### config.mk
export PLATFORM = sky130hd
export DESIGN_NAME = fidrw_core
export DESIGN_NICKNAME = d
export VERILOG_FILES = /design/src/design/fidrw_pkg.sv /design/src/design/fidrw_sync.sv /design/src/design/fidrw_ser.sv /design/src/design/fidrw_core.sv
export SDC_FILE = /design/constraint.sdc
export NUM_CORES = 1
export LEC_CHECK = 0
export BUFFER_PORTS_ARGS = -buffer_cell sky130_fd_sc_hd__buf_2
export CAP_MARGIN = 0
export CORE_MARGIN = 1
export CORE_UTILIZATION = 61
export CTS_BUF_LIST = sky130_fd_sc_hd__clkbuf_16
export CTS_CLUSTER_DIAMETER = 200
export CTS_CLUSTER_SIZE = 14
export DETAILED_ROUTE_END_ITERATION = 8
export HOLD_SLACK_MARGIN = 0.02
export PLACE_DENSITY = 0.91
export SLEW_MARGIN = 20
export SYNTH_ARGS = -nofsm -noshare
export SYNTH_HDL_FRONTEND = slang
export SYNTH_HIERARCHICAL = 1
export SYNTH_SLANG_ARGS = --single-unit
### constraint.sdc
create_clock -name ref_clk -period 2.49 [get_ports ref_clk]
set_input_delay 0.498 -clock ref_clk [delete_from_list [all_inputs] [get_ports ref_clk]]
set_output_delay 0.498 -clock ref_clk [all_outputs]
set_load 0.03 [all_outputs]
### src/design/fidrw_pkg.sv
// Notes on behaviour
// 9F returns maker byte then two device bytes
// AB, three dummy bytes, then device byte
// 90, dummies, address picks maker or device first
// B1 enters OTP area, C1 leaves it
// 2F locks guard bit forever, clears latch
// host avoids undefined opcodes; device ignores them
// 99 resets only right after 66
// lone latch-arm opcode sets write latch
// host arms latch before each modifying command
// lone latch-clear opcode clears write latch
// latch clears on power-up, suspend, completions, reset
// 24 id bits out, host may stop anytime
// id opcode ignored while array is busy
// chip select high returns to standby
// id bytes start on next falling edge, repeat
// maker and device bytes alternate while selected
// signature byte repeats while clocks continue
// program or erase ignored without write latch
// opcode is eight bits, msb first, rising edges
package fidrw_pkg;

  // opcodes
  localparam logic [7:0] OP_ID_READ     = 8'h9f;
  localparam logic [7:0] OP_SIG_READ    = 8'hab;
  localparam logic [7:0] OP_MAKER_PART  = 8'h90;
  localparam logic [7:0] OP_OTP_ENTER   = 8'hb1;
  localparam logic [7:0] OP_OTP_LEAVE   = 8'hc1;
  localparam logic [7:0] OP_GUARD_READ  = 8'h2b;
  localparam logic [7:0] OP_GUARD_LOCK  = 8'h2f;
  localparam logic [7:0] OP_REBOOT_ARM  = 8'h66;
  localparam logic [7:0] OP_REBOOT_GO   = 8'h99;
  localparam logic [7:0] OP_LATCH_ARM   = 8'h06;
  localparam logic [7:0] OP_LATCH_CLEAR = 8'h04;
  localparam logic [7:0] OP_SUSPEND_A   = 8'h75;
  localparam logic [7:0] OP_SUSPEND_B   = 8'hb0;
  localparam logic [7:0] OP_PAGE_WRITE  = 8'h02;
  localparam logic [7:0] OP_QUAD_WRITE  = 8'h38;
  localparam logic [7:0] OP_SMALL_WIPE  = 8'h20;
  localparam logic [7:0] OP_HALF_WIPE   = 8'h52;
  localparam logic [7:0] OP_BLOCK_WIPE  = 8'hd8;
  localparam logic [7:0] OP_CHIP_WIPE_A = 8'h60;
  localparam logic [7:0] OP_CHIP_WIPE_B = 8'hc7;
  localparam logic [7:0] OP_STAT_WRITE  = 8'h01;

  // counts and positions
  localparam logic [4:0] OPC_LAST_BIT   = 5'h07;
  localparam logic [4:0] ADDR_LAST_BIT  = 5'h17;
  localparam logic [2:0] SER_LAST_BIT   = 3'h7;
  localparam logic [1:0] ID_LAST_IDX    = 2'h2;
  localparam int         GUARD_LOCK_POS = 1;

  // values after reset
  localparam logic [2:0] PIN_RST        = 3'h4; // cs_n high, sclk low
  localparam logic       LATCH_RST      = 1'b0;
  localparam logic       OTP_RST        = 1'b0;
  localparam logic       LOCK_RST       = 1'b0;

  typedef enum logic [2:0] {
    ST_CMD,
    ST_HOLD,
    ST_ADDR,
    ST_OUT,
    ST_SKIP
  } fidrw_state_t;

endpackage

### src/design/fidrw_sync.sv
`timescale 1ns/1ps
// two-stage synchroniser for pins from outside the clock domain
module fidrw_sync import fidrw_pkg::*; #(
  parameter int               WIDTH     = 3,
  parameter logic [WIDTH-1:0] RESET_VAL = '0
) (
  // clock and reset
  input  wire logic             clk,
  input  wire logic             rstn,
  // pins and synchronised copy
  input  wire logic [WIDTH-1:0] d,
  output logic      [WIDTH-1:0] q
);

  logic [WIDTH-1:0] meta;
  logic [WIDTH-1:0] next_meta;
  logic [WIDTH-1:0] next_q;

  // meta is read only by the second stage
  always_comb begin
    next_meta = d;
    next_q    = meta;
  end

  always_ff @(posedge clk or negedge rstn) begin
    if (!rstn) begin
      meta <= RESET_VAL;
      q    <= RESET_VAL;
    end else begin
      meta <= next_meta;
      q    <= next_q;
    end
  end

endmodule // fidrw_sync

### src/design/fidrw_ser.sv
`timescale 1ns/1ps
// byte serializer: msb first, one bit per shift strobe
module fidrw_ser import fidrw_pkg::*; (
  // clock and reset
  input  wire logic       clk,
  input  wire logic       rstn,
  // control
  input  wire logic       start,
  input  wire logic       shift,
  input  wire logic [7:0] byte_in,
  // serial out and byte handshake
  output logic            so,
  output logic            taken
);

  logic [7:0] sh;
  logic [2:0] cnt;
  logic [7:0] next_sh;
  logic [2:0] next_cnt;
  logic       next_so;
  logic       next_taken;

  // reload straight after the last bit so the stream has no gap
  always_comb begin
    next_sh    = sh;
    next_cnt   = cnt;
    next_so    = so;
    next_taken = 1'b0;
    if (start) begin
      next_sh    = byte_in;
      next_cnt   = 3'h0;
      next_taken = 1'b1;
    end else if (shift) begin
      next_so  = sh[7];
      next_cnt = 3'(cnt + 3'h1);
      if (cnt == SER_LAST_BIT) begin
        next_sh    = byte_in;
        next_taken = 1'b1;
      end else begin
        next_sh = {sh[6:0], 1'b0};
      end
    end
  end

  always_ff @(posedge clk or negedge rstn) begin
    if (!rstn) begin
      sh    <= 8'h00;
      cnt   <= 3'h0;
      so    <= 1'b0;
      taken <= 1'b0;
    end else begin
      sh    <= next_sh;
      cnt   <= next_cnt;
      so    <= next_so;
      taken <= next_taken;
    end
  end

endmodule // fidrw_ser

### src/design/fidrw_core.sv
`timescale 1ns/1ps
// opcode decoder for id reads, otp mode, guard lock, reset and latch
module fidrw_core import fidrw_pkg::*; #(
  parameter logic [7:0] ID_MAKER  = 8'h5a, // arbitrary value
  parameter logic [7:0] ID_TYPE   = 8'h3c, // arbitrary value
  parameter logic [7:0] ID_DEVICE = 8'h07  // arbitrary value
) (
  // clock and reset
  input  wire logic       ref_clk,
  input  wire logic       rstn,
  // serial pins
  input  wire logic       cs_n,
  input  wire logic       sclk,
  input  wire logic       si,
  output wire logic       so,
  output logic            so_oe,
  // array engine status
  input  wire logic       busy,
  input  wire logic       op_done,
  // control and status
  output logic            write_latch_flag,
  output logic            otp_mode,
  output logic            guard_lock,
  output logic            soft_reset,
  output logic            prog_go,
  output logic      [7:0] prog_op
);

  logic [2:0]   pins_s;
  logic         cs_s;
  logic         sclk_s;
  logic         si_s;
  logic         cs_d;
  logic         sclk_d;
  logic         rise;
  logic         fall;
  logic         cs_rise;
  logic         exec;
  logic [7:0]   shifted;
  logic         taken;
  logic [7:0]   byte_sel;
  logic         latch_set;
  logic         latch_clr;
  fidrw_state_t st;
  logic [4:0]   cnt;
  logic [7:0]   op;
  logic [7:0]   sh_in;
  logic [1:0]   idx;
  logic         armed;
  logic         ser_start;
  fidrw_state_t next_st;
  logic [4:0]   next_cnt;
  logic [7:0]   next_op;
  logic [7:0]   next_sh_in;
  logic [1:0]   next_idx;
  logic         next_armed;
  logic         next_ser_start;
  logic         next_cs_d;
  logic         next_sclk_d;
  logic         next_oe;
  logic         next_latch;
  logic         next_otp;
  logic         next_lock;
  logic         next_soft_reset;
  logic         next_prog_go;
  logic [7:0]   next_prog_op;
  // pins cross into ref_clk before any decoding
  fidrw_sync #(
    .WIDTH     (3),
    .RESET_VAL (PIN_RST)
  ) u_sync (
    .clk  (ref_clk),
    .rstn (rstn),
    .d    ({cs_n, sclk, si}),
    .q    (pins_s)
  );

  // edges of the host clock seen at 20 MHz; needs sclk below ~5 MHz
  assign cs_s    = pins_s[2];
  assign sclk_s  = pins_s[1];
  assign si_s    = pins_s[0];
  assign rise    = sclk_s & ~sclk_d & ~cs_s;
  assign fall    = ~sclk_s & sclk_d & ~cs_s;
  assign cs_rise = cs_s & ~cs_d;
  assign exec    = cs_rise && (st == ST_HOLD);
  assign shifted = {sh_in[6:0], si_s};

  // answer byte for the current read and byte index
  always_comb begin
    case (op)
      OP_ID_READ: begin
        case (idx)
          2'h0:    byte_sel = ID_MAKER;
          2'h1:    byte_sel = ID_TYPE;
          default: byte_sel = ID_DEVICE;
        endcase
      end
      OP_MAKER_PART: byte_sel = idx[0] ? ID_DEVICE : ID_MAKER;
      OP_SIG_READ:   byte_sel = ID_DEVICE;
      OP_GUARD_READ: byte_sel = 8'(guard_lock) << GUARD_LOCK_POS;
      default:       byte_sel = 8'h00;
    endcase
  end

  fidrw_ser u_ser (
    .clk     (ref_clk),
    .rstn    (rstn),
    .start   (ser_start),
    .shift   (fall & so_oe),
    .byte_in (byte_sel),
    .so      (so),
    .taken   (taken)
  );

  // command sequencing; single-byte commands act on chip select rise
  always_comb begin
    next_st         = st;
    next_cnt        = cnt;
    next_op         = op;
    next_sh_in      = sh_in;
    next_idx        = idx;
    next_armed      = armed;
    next_ser_start  = 1'b0;
    next_cs_d       = cs_s;
    next_sclk_d     = sclk_s;
    next_oe         = so_oe;
    next_otp        = otp_mode;
    next_lock       = guard_lock;
    next_soft_reset = 1'b0;
    next_prog_go    = 1'b0;
    next_prog_op    = prog_op;
    latch_set       = 1'b0;
    latch_clr       = op_done;
    if (cs_s) begin
      // deselect always ends the transfer and drops the drive
      next_st  = ST_CMD;
      next_cnt = 5'h00;
      next_oe  = 1'b0;
      next_idx = 2'h0;
      if (exec) begin
        case (op)
          OP_LATCH_ARM:   latch_set = 1'b1;
          OP_LATCH_CLEAR: latch_clr = 1'b1;
          OP_OTP_ENTER:   next_otp = 1'b1;
          OP_OTP_LEAVE:   next_otp = 1'b0;
          OP_GUARD_LOCK: begin
            next_lock = 1'b1;
            latch_clr = 1'b1;
          end
          OP_REBOOT_ARM:  next_armed = 1'b1;
          OP_REBOOT_GO: begin
            next_armed = 1'b0;
            if (armed) begin
              next_soft_reset = 1'b1;
              next_otp        = 1'b0;
              latch_clr       = 1'b1;
            end
          end
          OP_SUSPEND_A, OP_SUSPEND_B: latch_clr = 1'b1;
          default: ;
        endcase
      end
    end else if (rise) begin
      next_sh_in = shifted;
      next_cnt   = 5'(cnt + 5'h01);
      case (st)
        ST_CMD: begin
          if (cnt == OPC_LAST_BIT) begin
            // full opcode, msb first on rising edges
            next_op  = shifted;
            next_cnt = 5'h00;
            if (shifted != OP_REBOOT_GO) begin
              next_armed = 1'b0;
            end
            case (shifted)
              OP_ID_READ: begin
                if (busy) begin
                  next_st = ST_SKIP;
                end else begin
                  next_st        = ST_OUT;
                  next_ser_start = 1'b1;
                  next_oe        = 1'b1;
                end
              end
              OP_SIG_READ, OP_MAKER_PART: next_st = ST_ADDR;
              OP_GUARD_READ: begin
                next_st        = ST_OUT;
                next_ser_start = 1'b1;
                next_oe        = 1'b1;
              end
              OP_PAGE_WRITE, OP_QUAD_WRITE, OP_SMALL_WIPE,
              OP_HALF_WIPE, OP_BLOCK_WIPE, OP_CHIP_WIPE_A,
              OP_CHIP_WIPE_B, OP_STAT_WRITE: begin
                next_st = ST_SKIP;
                if (write_latch_flag) begin
                  next_prog_go = 1'b1;
                  next_prog_op = shifted;
                end
              end
              OP_LATCH_ARM, OP_LATCH_CLEAR, OP_OTP_ENTER,
              OP_OTP_LEAVE, OP_GUARD_LOCK, OP_REBOOT_ARM,
              OP_REBOOT_GO, OP_SUSPEND_A, OP_SUSPEND_B: begin
                next_st = ST_HOLD;
              end
              // unknown codes are dropped, never decoded further
              default: next_st = ST_SKIP;
            endcase
          end
        end
        // extra clocks spoil a command that must stand alone
        ST_HOLD: next_st = ST_SKIP;
        ST_ADDR: begin
          if (cnt == ADDR_LAST_BIT) begin
            next_st        = ST_OUT;
            next_ser_start = 1'b1;
            next_oe        = 1'b1;
            if (op == OP_MAKER_PART) begin
              next_idx = {1'b0, shifted[0]};
            end
          end
        end
        ST_OUT, ST_SKIP: next_cnt = cnt;
        default: next_st = ST_SKIP;
      endcase
    end else if (taken) begin
      // step to the byte after the one just loaded; id wraps after three
      next_idx = (op == OP_ID_READ && idx == ID_LAST_IDX) ?
                 2'h0 : 2'(idx + 2'h1);
    end
    // an arm arriving with a clear event wins
    next_latch = latch_set | (write_latch_flag & ~latch_clr);
  end

  always_ff @(posedge ref_clk or negedge rstn) begin
    if (!rstn) begin
      st               <= ST_CMD;
      cnt              <= 5'h00;
      op               <= 8'h00;
      sh_in            <= 8'h00;
      idx              <= 2'h0;
      armed            <= 1'b0;
      ser_start        <= 1'b0;
      cs_d             <= 1'b1;
      sclk_d           <= 1'b0;
      so_oe            <= 1'b0;
      write_latch_flag <= LATCH_RST;
      otp_mode         <= OTP_RST;
      guard_lock       <= LOCK_RST;
      soft_reset       <= 1'b0;
      prog_go          <= 1'b0;
      prog_op          <= 8'h00;
    end else begin
      st               <= next_st;
      cnt              <= next_cnt;
      op               <= next_op;
      sh_in            <= next_sh_in;
      idx              <= next_idx;
      armed            <= next_armed;
      ser_start        <= next_ser_start;
      cs_d             <= next_cs_d;
      sclk_d           <= next_sclk_d;
      so_oe            <= next_oe;
      write_latch_flag <= next_latch;
      otp_mode         <= next_otp;
      guard_lock       <= next_lock;
      soft_reset       <= next_soft_reset;
      prog_go          <= next_prog_go;
      prog_op          <= next_prog_op;
    end
  end
endmodule // fidrw_core

---- After elaboration in Yosys (flattened, before gate mapping) ----
Cells that the tools add are included.
word-level totals
  flip-flop bits (word level) ............. 62
  bits of input ports ..................... 7
  logic and storage cells ................. 191
cells by class
  $add $sub $neg .......................... 3
  equal/unequal tests ..................... 55
  mux-type cells .......................... 69
  bitwise gates (word level) .............. 14
  reductions and logical operators ........ 28
operators by type and width
  cell                count
  $eq 8x8->1 const B  16
  $eq 8x6->1 const B  6
  $eq 8x7->1 const B  6
  $mux 1              36
  $eq 8x3->1 const B  4
  $pmux 8 s4          1
  $mux 8              3
  $mux 3              7
  $reduce_and 6->1    3
  $reduce_and 4->1    4
  $mux 5              3
  $mux 2              7
  $pmux 7 s2          1
  $pmux 1 s2          6
  $pmux 3 s4          1
  $pmux 5 s2          1
  $reduce_bool 2->1   5
  $ne 3x1->1 const B  3
  $pmux 3 s3          1
  $reduce_bool 3->1   3
  $reduce_or 9->1     1
  $eq 8x1->1 const B  1
  $eq 8x2->1 const B  1
  $ne 8x8->1 const B  1
  29 further kinds    48

---- Longest topological paths before layout ----
Gate-level depths: netlist of the first run.
  word-level depth ........................ 8
  mapped depth ............................ 7

---- Modules after synthesis ----
Netlist of the first run, hierarchy kept.
modules (own cells, without submodules)
  module      times used  cells each  area an instance (µm²)  seq. area each (µm²)
  fidrw_core  1           287         2,653.8                 1,077.3
  fidrw_ser   1           60          688.2                   325.3
  fidrw_sync  1           6           152.6                   152.6

---- Worst setup path before layout of the first run ----
No wires, ideal clock.
  kind .................................... flip-flop to flip-flop
  start ................................... reg cnt[0] (netlist name)
  end ..................................... reg prog_op[5]
  setup time .............................. 125 ps
  arrival time ............................ 1,798 ps
  slack ................................... 567 ps
  stages on the path, launching flop included .. 7
  clock period less this slack ............ 1,923 ps
  cell sequence ........................... dfrtp_1 -> ha_1 -> and4bb_2 -> nand4_4 -> a2111oi_4 -> nor2_2 -> mux2_4
RTL lines
  item                  RTL line           source
  end signal, assigned  fidrw_core.sv:268  prog_op <= next_prog_op;
  end, declared         fidrw_core.sv:26   output logic [7:0] prog_op

---- Worst setup path after layout of the first run ----
  start ................................... reg sh_in[0]
  end ..................................... reg prog_op[6]
between the ends
  cells in the longest elaborated chain, start to end .. 3
  elaborated cells on any way between the ends .. 10
  classes of those cells .................. 8 x eq/ne; 2 x reduce/logical
ends and longest elaborated chain
  item                                      RTL line           source
  start, declared                           fidrw_core.sv:47   logic [7:0] sh_in;
  start signal, assigned                    fidrw_core.sv:256  sh_in <= next_sh_in;
  $eq 8x2->1, or another cell as far along  fidrw_core.sv:175  case (shifted)
  $reduce_or 8->1 (*)                       fidrw_core.sv:175
  $reduce_and 6->1 (no source line) (*)     -
Mark *: on every way between the ends. The rest lies on a longest branch, timed or not.
A chain may end at the register's enable or synchronous reset.

==> results by group, run 1 <==
Final layout
  – # diodes: 0
  – Layout cells sized above 1: roughly 20%
  – Area growth, synth to finish: 12.50%
  – NumNets Final: about 380

Timing
  – Worst setup margin: approximately 0.23 ns
  – Final setup fails: 0
  – Worst slew pin tran: roughly 0.74 ns
  – Final min period: between 2 and 2.5 ns
  – Count of final hold-check violations: 0
  – Slew margin rel.: roughly 50%
  – Pins over their slew limit: 0
  – Fin crit share: between 90% and 100%
  – Max frequency: approximately 0.44 GHz
  – Setup repair after global routing missed its margin: false
  – Clock Skew: approximately 0.0068 ns
  – Final setup TNS: 0 ns

Critical path
  – Worst-path cell chain: nor4b_1 > a32oi_1 > a2111oi_4 > nor2_2 > mux2_4
  – Worst path slowest cell: dfrtp_1
  – Worst setup startpoint: sh_in[0]
  – Reg-to-Reg Start: sh_in[0]
  – Max stage delay on crit path: ~0.65 ns
  – Worst-path fanout max: 16
  – Top delay family on crit path: flip-flops
  – Worst r2r dst: prog_op[6]
  – Worst EP required: 2.70 ns
  – R2R cell count: 5
  – Crit path kind: reg -> reg
  – Reg2Reg Setup Slack: 0.23 ns
  – Crit path launch type: flip-flop
  – Worst Path Arrival: 2.47 ns
  – CP endpoint kind: flip-flop
  – Worst Path Buf+Inv: 0

Outcome
  – Status: complete, no violations

CTS
  – CTS root buffer: clkbuf_16
  – Worst-path clk slew: about 0.05 ns
  – CTS max path bufs: 2
  – Clk sinks: 62
  – Post-CTS Setup Bufs: 0
  – Post-cts hold buffer count: 0
  – CTS tree: yes
  – Htree depth: 3
  – Post-cts resize count: 0
  – Worst-skew pair later-pin latency: around 0.33 ns
  – CTS Buf Count: 9

Synthesis
  – Top cell type by total area after synthesis: dfrtp_1
  – Post-Syn Instances: ~350
  – Post-synth top flop: dfrtp_1
  – Count leader, synth: dfrtp_1
  – Ys async rst share: 100.0%
  – EDFF count, synth: 0
  – Seq/Total Area, Yosys: between 40% and 50%
  – Post-synthesis register bit count: 62
  – Synth top cells by count: dfrtp_1 (59), nor2_1 (34), nand2_1 (27), o21ai_0 (20), inv_1 (17)
  – Top cells by area, synth: dfrtp_1 (42%), nor2_1 (3.7%), mux2_2 (3.5%)
  – Synth top area share: 42.25%
  – Number of distinct library cells after synthesis: approximately 70
  – Post-Synthesis Net Count: around 360
  – Mean Syn Cell Area: approximately 9.9 sq um
  – YS warnings: 6
  – Mapped Area: ~3500 sq um

GRT
  – Tot GR Track Use: 28.21%
  – Largest net degree at the start of global routing: 39
  – Grt ovf: 0
  – Vias in the first global route: approximately 2700
  – First-pass GRT wire length: 13.10 mm
  – Initial antenna violation count: 0

Place
  – Final Wtd Congestion: 0.8972
  – Placement Setup Slack: 0.3085 ns
  – DP Wirelength: around 5.3 mm
  – Port Buffer Count: 21

Die
  – Core area: 5507 sq um
  – Die area: ~6000 sq um
  – Chip width: between 70 and 80 um
  – I/O pin total: 22
  – Std cell rows: 27
  – Initial core utilization: 63.46%
  – DIE HEIGHT: approximately 80 um

Route
  – Pre-antenna DRT Iters: 5
  – Post-DRT Antenna Nets: 0
  – DRC violations left: 0
  – Routed via count: 2913
  – Post-DR vias/cell: roughly 6.5
  – WL final: between 7 and 8 mm
  – WL per Instance: 17.17 um
  – Starting DRT DRC Count: around 340

Power
  – PD cells: about 700 nW/um^2
  – PnR Total Power: between 2 and 3 mW
  – Leak Pwr: 1.702 nW
  – Worst supply voltage drop on vdd: around 0.00052 V

Min path
  – HP Class: in -> async

Run
  – Max-cap violations: 0
[placed cells by master, fill, tap and decap left out, types with 3 or more instances in the layout]
cell type  count
a31oi_1        3
nor2_1        34
inv_1         19
clkbuf_16      9
buf_4          6
mux2i_1        3
a221oi_2       7
nand2_1       27
xnor2_1        3
nand2b_1       8
a21oi_1        7
nor4b_1        4
or4_1          3
xor2_1         3
o211ai_1       4
and2_1         4
dfstp_2        3
a22oi_1        3
ha_1           4
a22o_1         3
and2b_1        3
nor3_1        12
o21ai_0       20
nor2b_1        6
a211oi_1       5
dfrtp_1       59
buf_2         21
a21o_1         3
mux2_2        11
nand3_1       15
and4_1         3
nand4_1        9
[how the worst max path moves through the flow]
stage / to / slack (ns) / depth (start not counted)
2_1_floorplan: prog_op[5] / 0.57 / 6
3_3_place_gp: prog_op[5] / 0.42 / 5
3_5_place_dp: prog_op[6] / 0.31 / 5
4_1_cts: prog_op[6] / 0.29 / 5
5_1_grt: prog_op[6] / 0.12 / 5
6_report: prog_op[6] / 0.23 / 5
[cells by family (layout without fill, tap and decap cells)]
logic type	after synthesis	count (layout)	share of synthesized area, %
simple gates	149	149	24.31
mux	17	17	5.585
buf+inv	38	61	5.012
other cells	1	1	0.1073
fa+ha+maj	4	4	1.432
xor+xnor	6	6	1.504
flops	62	62	44.50
compound gates	76	76	17.54
[flip-flops by register name, indices dropped and copies added (netlist names), 2 cells and up]
signal	count
cnt	5
u_ser/sh	8
idx	2
prog_op	8
u_sync/meta	3
st	3
u_sync/q	3
u_ser/cnt	3
op	8
sh_in	7
[per-layer routing]
metal / vias to the layer above / share of wire [%] / global-route usage [%]
met1: 1415 / 45 / 38.97
li1: 1334 / - / -
met4: 0 / 3.1 / 13.21
met2: 131 / 46 / 41.59
met5: - / 0 / 0
met3: 33 / 6.2 / 7.176
[where the power goes]
part / switching (mW) / leakage (nW) / internal, mW
clock: 0.420 / 0.143 / 0.756
combinational: 0.196 / 0.731 / 0.138
sequential: 0.187 / 0.828 / 1.07
total: 0.802 / 1.70 / 1.96
[stage by stage]
stage	area, sq um	cells	hold WS [ns]	util, %
after floorplan	3495	353	0.2024	-
after global placement	3649	432	0.3315	66.26
after detailed placement	3649	432	0.3355	66.26
after CTS	3931	448	0.1694	71.39
after global routing	3931	448	0.2064	71.39
final	3931	448	0.1537	71.39
[final cells by class]
cell class,count,area [sq um]
fill,371,1575
multi-input combinational,253,1769
inverter,17,63.81
timing repair buffer,28,170.2
clock inverter,7,57.56
sequential,62,1555
tap,72,90.09
clock buffer,9,225.2
No activity file was read; power rests on OpenSTA's default activity.
==> inputs of run 2 (changes only) <==
--- a/config.mk
+++ b/config.mk
@@ -8,14 +8,13 @@
 export BUFFER_PORTS_ARGS = -buffer_cell sky130_fd_sc_hd__buf_2
 export CAP_MARGIN = 0
 export CORE_MARGIN = 1
-export CORE_UTILIZATION = 61
+export CORE_UTILIZATION = 55
 export CTS_BUF_LIST = sky130_fd_sc_hd__clkbuf_16
 export CTS_CLUSTER_DIAMETER = 200
 export CTS_CLUSTER_SIZE = 14
 export DETAILED_ROUTE_END_ITERATION = 8
 export HOLD_SLACK_MARGIN = 0.02
-export PLACE_DENSITY = 0.91
-export SLEW_MARGIN = 20
+export PLACE_DENSITY = 0.87
 export SYNTH_ARGS = -nofsm -noshare
 export SYNTH_HDL_FRONTEND = slang
 export SYNTH_HIERARCHICAL = 1
==> constraint.sdc (replaced) <==
create_clock -name ref_clk -period 1.8 [get_ports ref_clk]
set_input_delay 0.36 -clock ref_clk [delete_from_list [all_inputs] [get_ports ref_clk]]
set_output_delay 0.36 -clock ref_clk [all_outputs]
set_load 0.03 [all_outputs]
==> results by group, run 2 (same netlist as run 1, synthesis figures left out) <==
CTS
  – Worst-path clk slew: roughly 0.05 ns
  – Post-cts hold buffer count: 0
  – CTS max path bufs: 2
  – CTS Buf Count: 9
  – CTS root buffer: clkbuf_16
  – Worst-skew pair later-pin latency: 0.33 ns
  – CTS tree: yes
  – Htree depth: 3
  – Clk sinks: 62

Place
  – DP Area: around 4000 sq um
  – Port Buffer Count: 21
  – Placed cell count: 481
  – Final Wtd Congestion: 0.9494
  – DP Wirelength: between 5 and 6 mm

GRT
  – First-pass GRT wire length: roughly 15 mm
  – Grt ovf: 0
  – Tot GR Track Use: between 30% and 40%
  – Largest net degree at the start of global routing: 63
  – Initial antenna violation count: 0
  – Vias in the first global route: 3208

Power
  – Net Sw Frac: a little under a third
  – Internal Power: between 2 and 3 mW
  – Leak Pwr: 2.008 nW
  – PnR Total Power: around 4.2 mW
  – Switching pwr: 1.325 mW
  – PD cells: slightly above 900 nW/um^2
  – Comb pwr share: 24.1%
  – Seq pwr share: between 30% and 40%
  – Clock power share: 36.4%
  – Worst supply voltage drop on vdd: between 0.0006 and 0.0007 V

Timing
  – Clock Skew: 0.007948 ns
  – Final setup fails: 10
  – Count of final hold-check violations: 0
  – Final setup TNS: -1.133 ns
  – Max frequency: between 0.5 and 0.6 GHz
  – Worst setup margin: -0.1856 ns
  – Fin crit share: 110.3%
  – Setup repair after global routing missed its margin: true
  – Pins over their slew limit: 0
  – Final min period: 1.986 ns

Die
  – Core area: roughly 6000 sq um
  – Chip width: 81.71 um
  – Die area: approximately 6700 sq um
  – Std cell rows: 28
  – DIE HEIGHT: 81.71 um
  – I/O pin total: 22
  – Initial core utilization: just under 60%

Final layout
  – Area growth, synth to finish: 29.68%
  – Non-filler cells, final: 503
  – NumNets Final: between 400 and 500
  – Leading cell types in the layout, fill and taps excluded: buf_4 (54), dfrtp_1 (50), nor2_1 (33), nand2_1 (25), buf_2 (21)
  – Sequential cell area: around 1600 sq um
  – Layout cells sized above 1: between 30% and 40%
  – Most common cell after layout, fill and taps aside: buf_4
  – Cell area after layout: between 4000 and 5000 sq um
  – Top flop regs: op x8, prog_op x8, u_ser/sh x8
  – Multi-input gate area in the final layout: 1964 sq um
  – Fill count: roughly 360
  – # diodes: 0

Route
  – Pre-antenna DRT Iters: 5
  – DRC violations left: 0
  – Routed via count: 3333
  – WL final: 10.23 mm
  – Post-DR vias/cell: 6.626
  – Starting DRT DRC Count: 377
  – WL per Instance: 20.33 um
  – Post-DRT Antenna Nets: 0

Outcome
  – Failing checks: negative setup slack
  – Status: complete, but fails checks

Critical path
  – Worst-path cell chain: nor4bb_4 > a32oi_2 > a2111oi_4 > nor2_4 > mux2_4
  – Reg-to-Reg Start: sh_in[3]
  – Worst path slowest cell: dfrtp_1
  – Crit path kind: reg -> reg
  – Worst EP required: between 2 and 2.5 ns
  – Worst Path Arrival: 2.20 ns
  – Worst r2r dst: prog_op[6]
  – Top delay family on crit path: compound AO/OA/AOI/OAI gates
  – Crit path launch type: flip-flop
  – Worst-path fanout max: 5
  – Max stage delay on crit path: 0.45 ns
  – Reg2Reg Setup Slack: -0.19 ns
  – CP endpoint kind: flip-flop
  – R2R cell count: 5
  – Worst Path Buf+Inv: 0

Min path
  – HP Class: in -> async

Run
  – Max-cap violations: 0
## run 2: changes by cell type in the layout (fill, tap and decap cells not counted), sizes merged
cell,previous run,this run
buf,28,80
bufinv,1,0
clkinv,3,4
## run 2: routing by layer
| layer | track usage, % | vias to the layer above | share of wire, % |
|---|---|---|---|
| met4 | 17.72 | 0 | 5.6 |
| met1 | 38.19 | 1596 | 39 |
| met2 | 49.08 | 236 | 48 |
| met5 | 0 | - | 0 |
| met3 | 7.111 | 61 | 7.9 |
| li1 | - | 1440 | - |
## run 2: what timing repair did
action / CTS / global route
buffers inserted: 1 / 5
endpoints found under the setup margin: 8 / 31
pin swaps: 0 / 9
gates resized for setup: 10 / 44
## run 2: how the worst max path moves through the flow
stage	from	endpoint	cells past startpoint
6_report	sh_in[3]	prog_op[6]	5
5_1_grt	sh_in[3]	prog_op[6]	5
4_1_cts	sh_in[4]	prog_op[6]	5
3_5_place_dp	sh_in[6]	prog_op[6]	5
3_3_place_gp	sh_in[0]	prog_op[5]	5
2_1_floorplan	cnt[0]	prog_op[5]	6
## run 2: cell type report
type | count | share of cell area, %
Tap cell | 75 | 2.071
Inverter | 17 | 1.408
Clock inverter | 7 | 0.7454
Multi-Input combinational cell | 253 | 43.35
Timing Repair Buffer | 80 | 12.89
Sequential cell | 62 | 34.57
Clock buffer | 9 | 4.970
## run 2: per-stage QoR
| stage | util [%] | setup WS [ns] | hold WS (ns) |
|---|---|---|---|
| after floorplan | - | -0.001736 | 0.06441 |
| after global placement | 66.61 | 0.02641 | 0.3338 |
| after detailed placement | 66.61 | -0.06086 | 0.3389 |
| after CTS | 71.70 | -0.05826 | 0.05193 |
| after global routing | 75.21 | -0.2234 | 0.06451 |
| final | 75.21 | -0.1856 | 0.02028 |
## run 2: power groups by stage
stage          clock (mW)  sequential (mW)  combinational, mW
2_1_floorplan           0             1.58              0.443
3_3_place_gp            0             1.61              0.803
3_5_place_dp            0             1.62              0.833
4_1_cts              1.52             1.60              0.856
5_1_grt              1.59             1.66               1.06
6_report             1.53             1.66               1.01
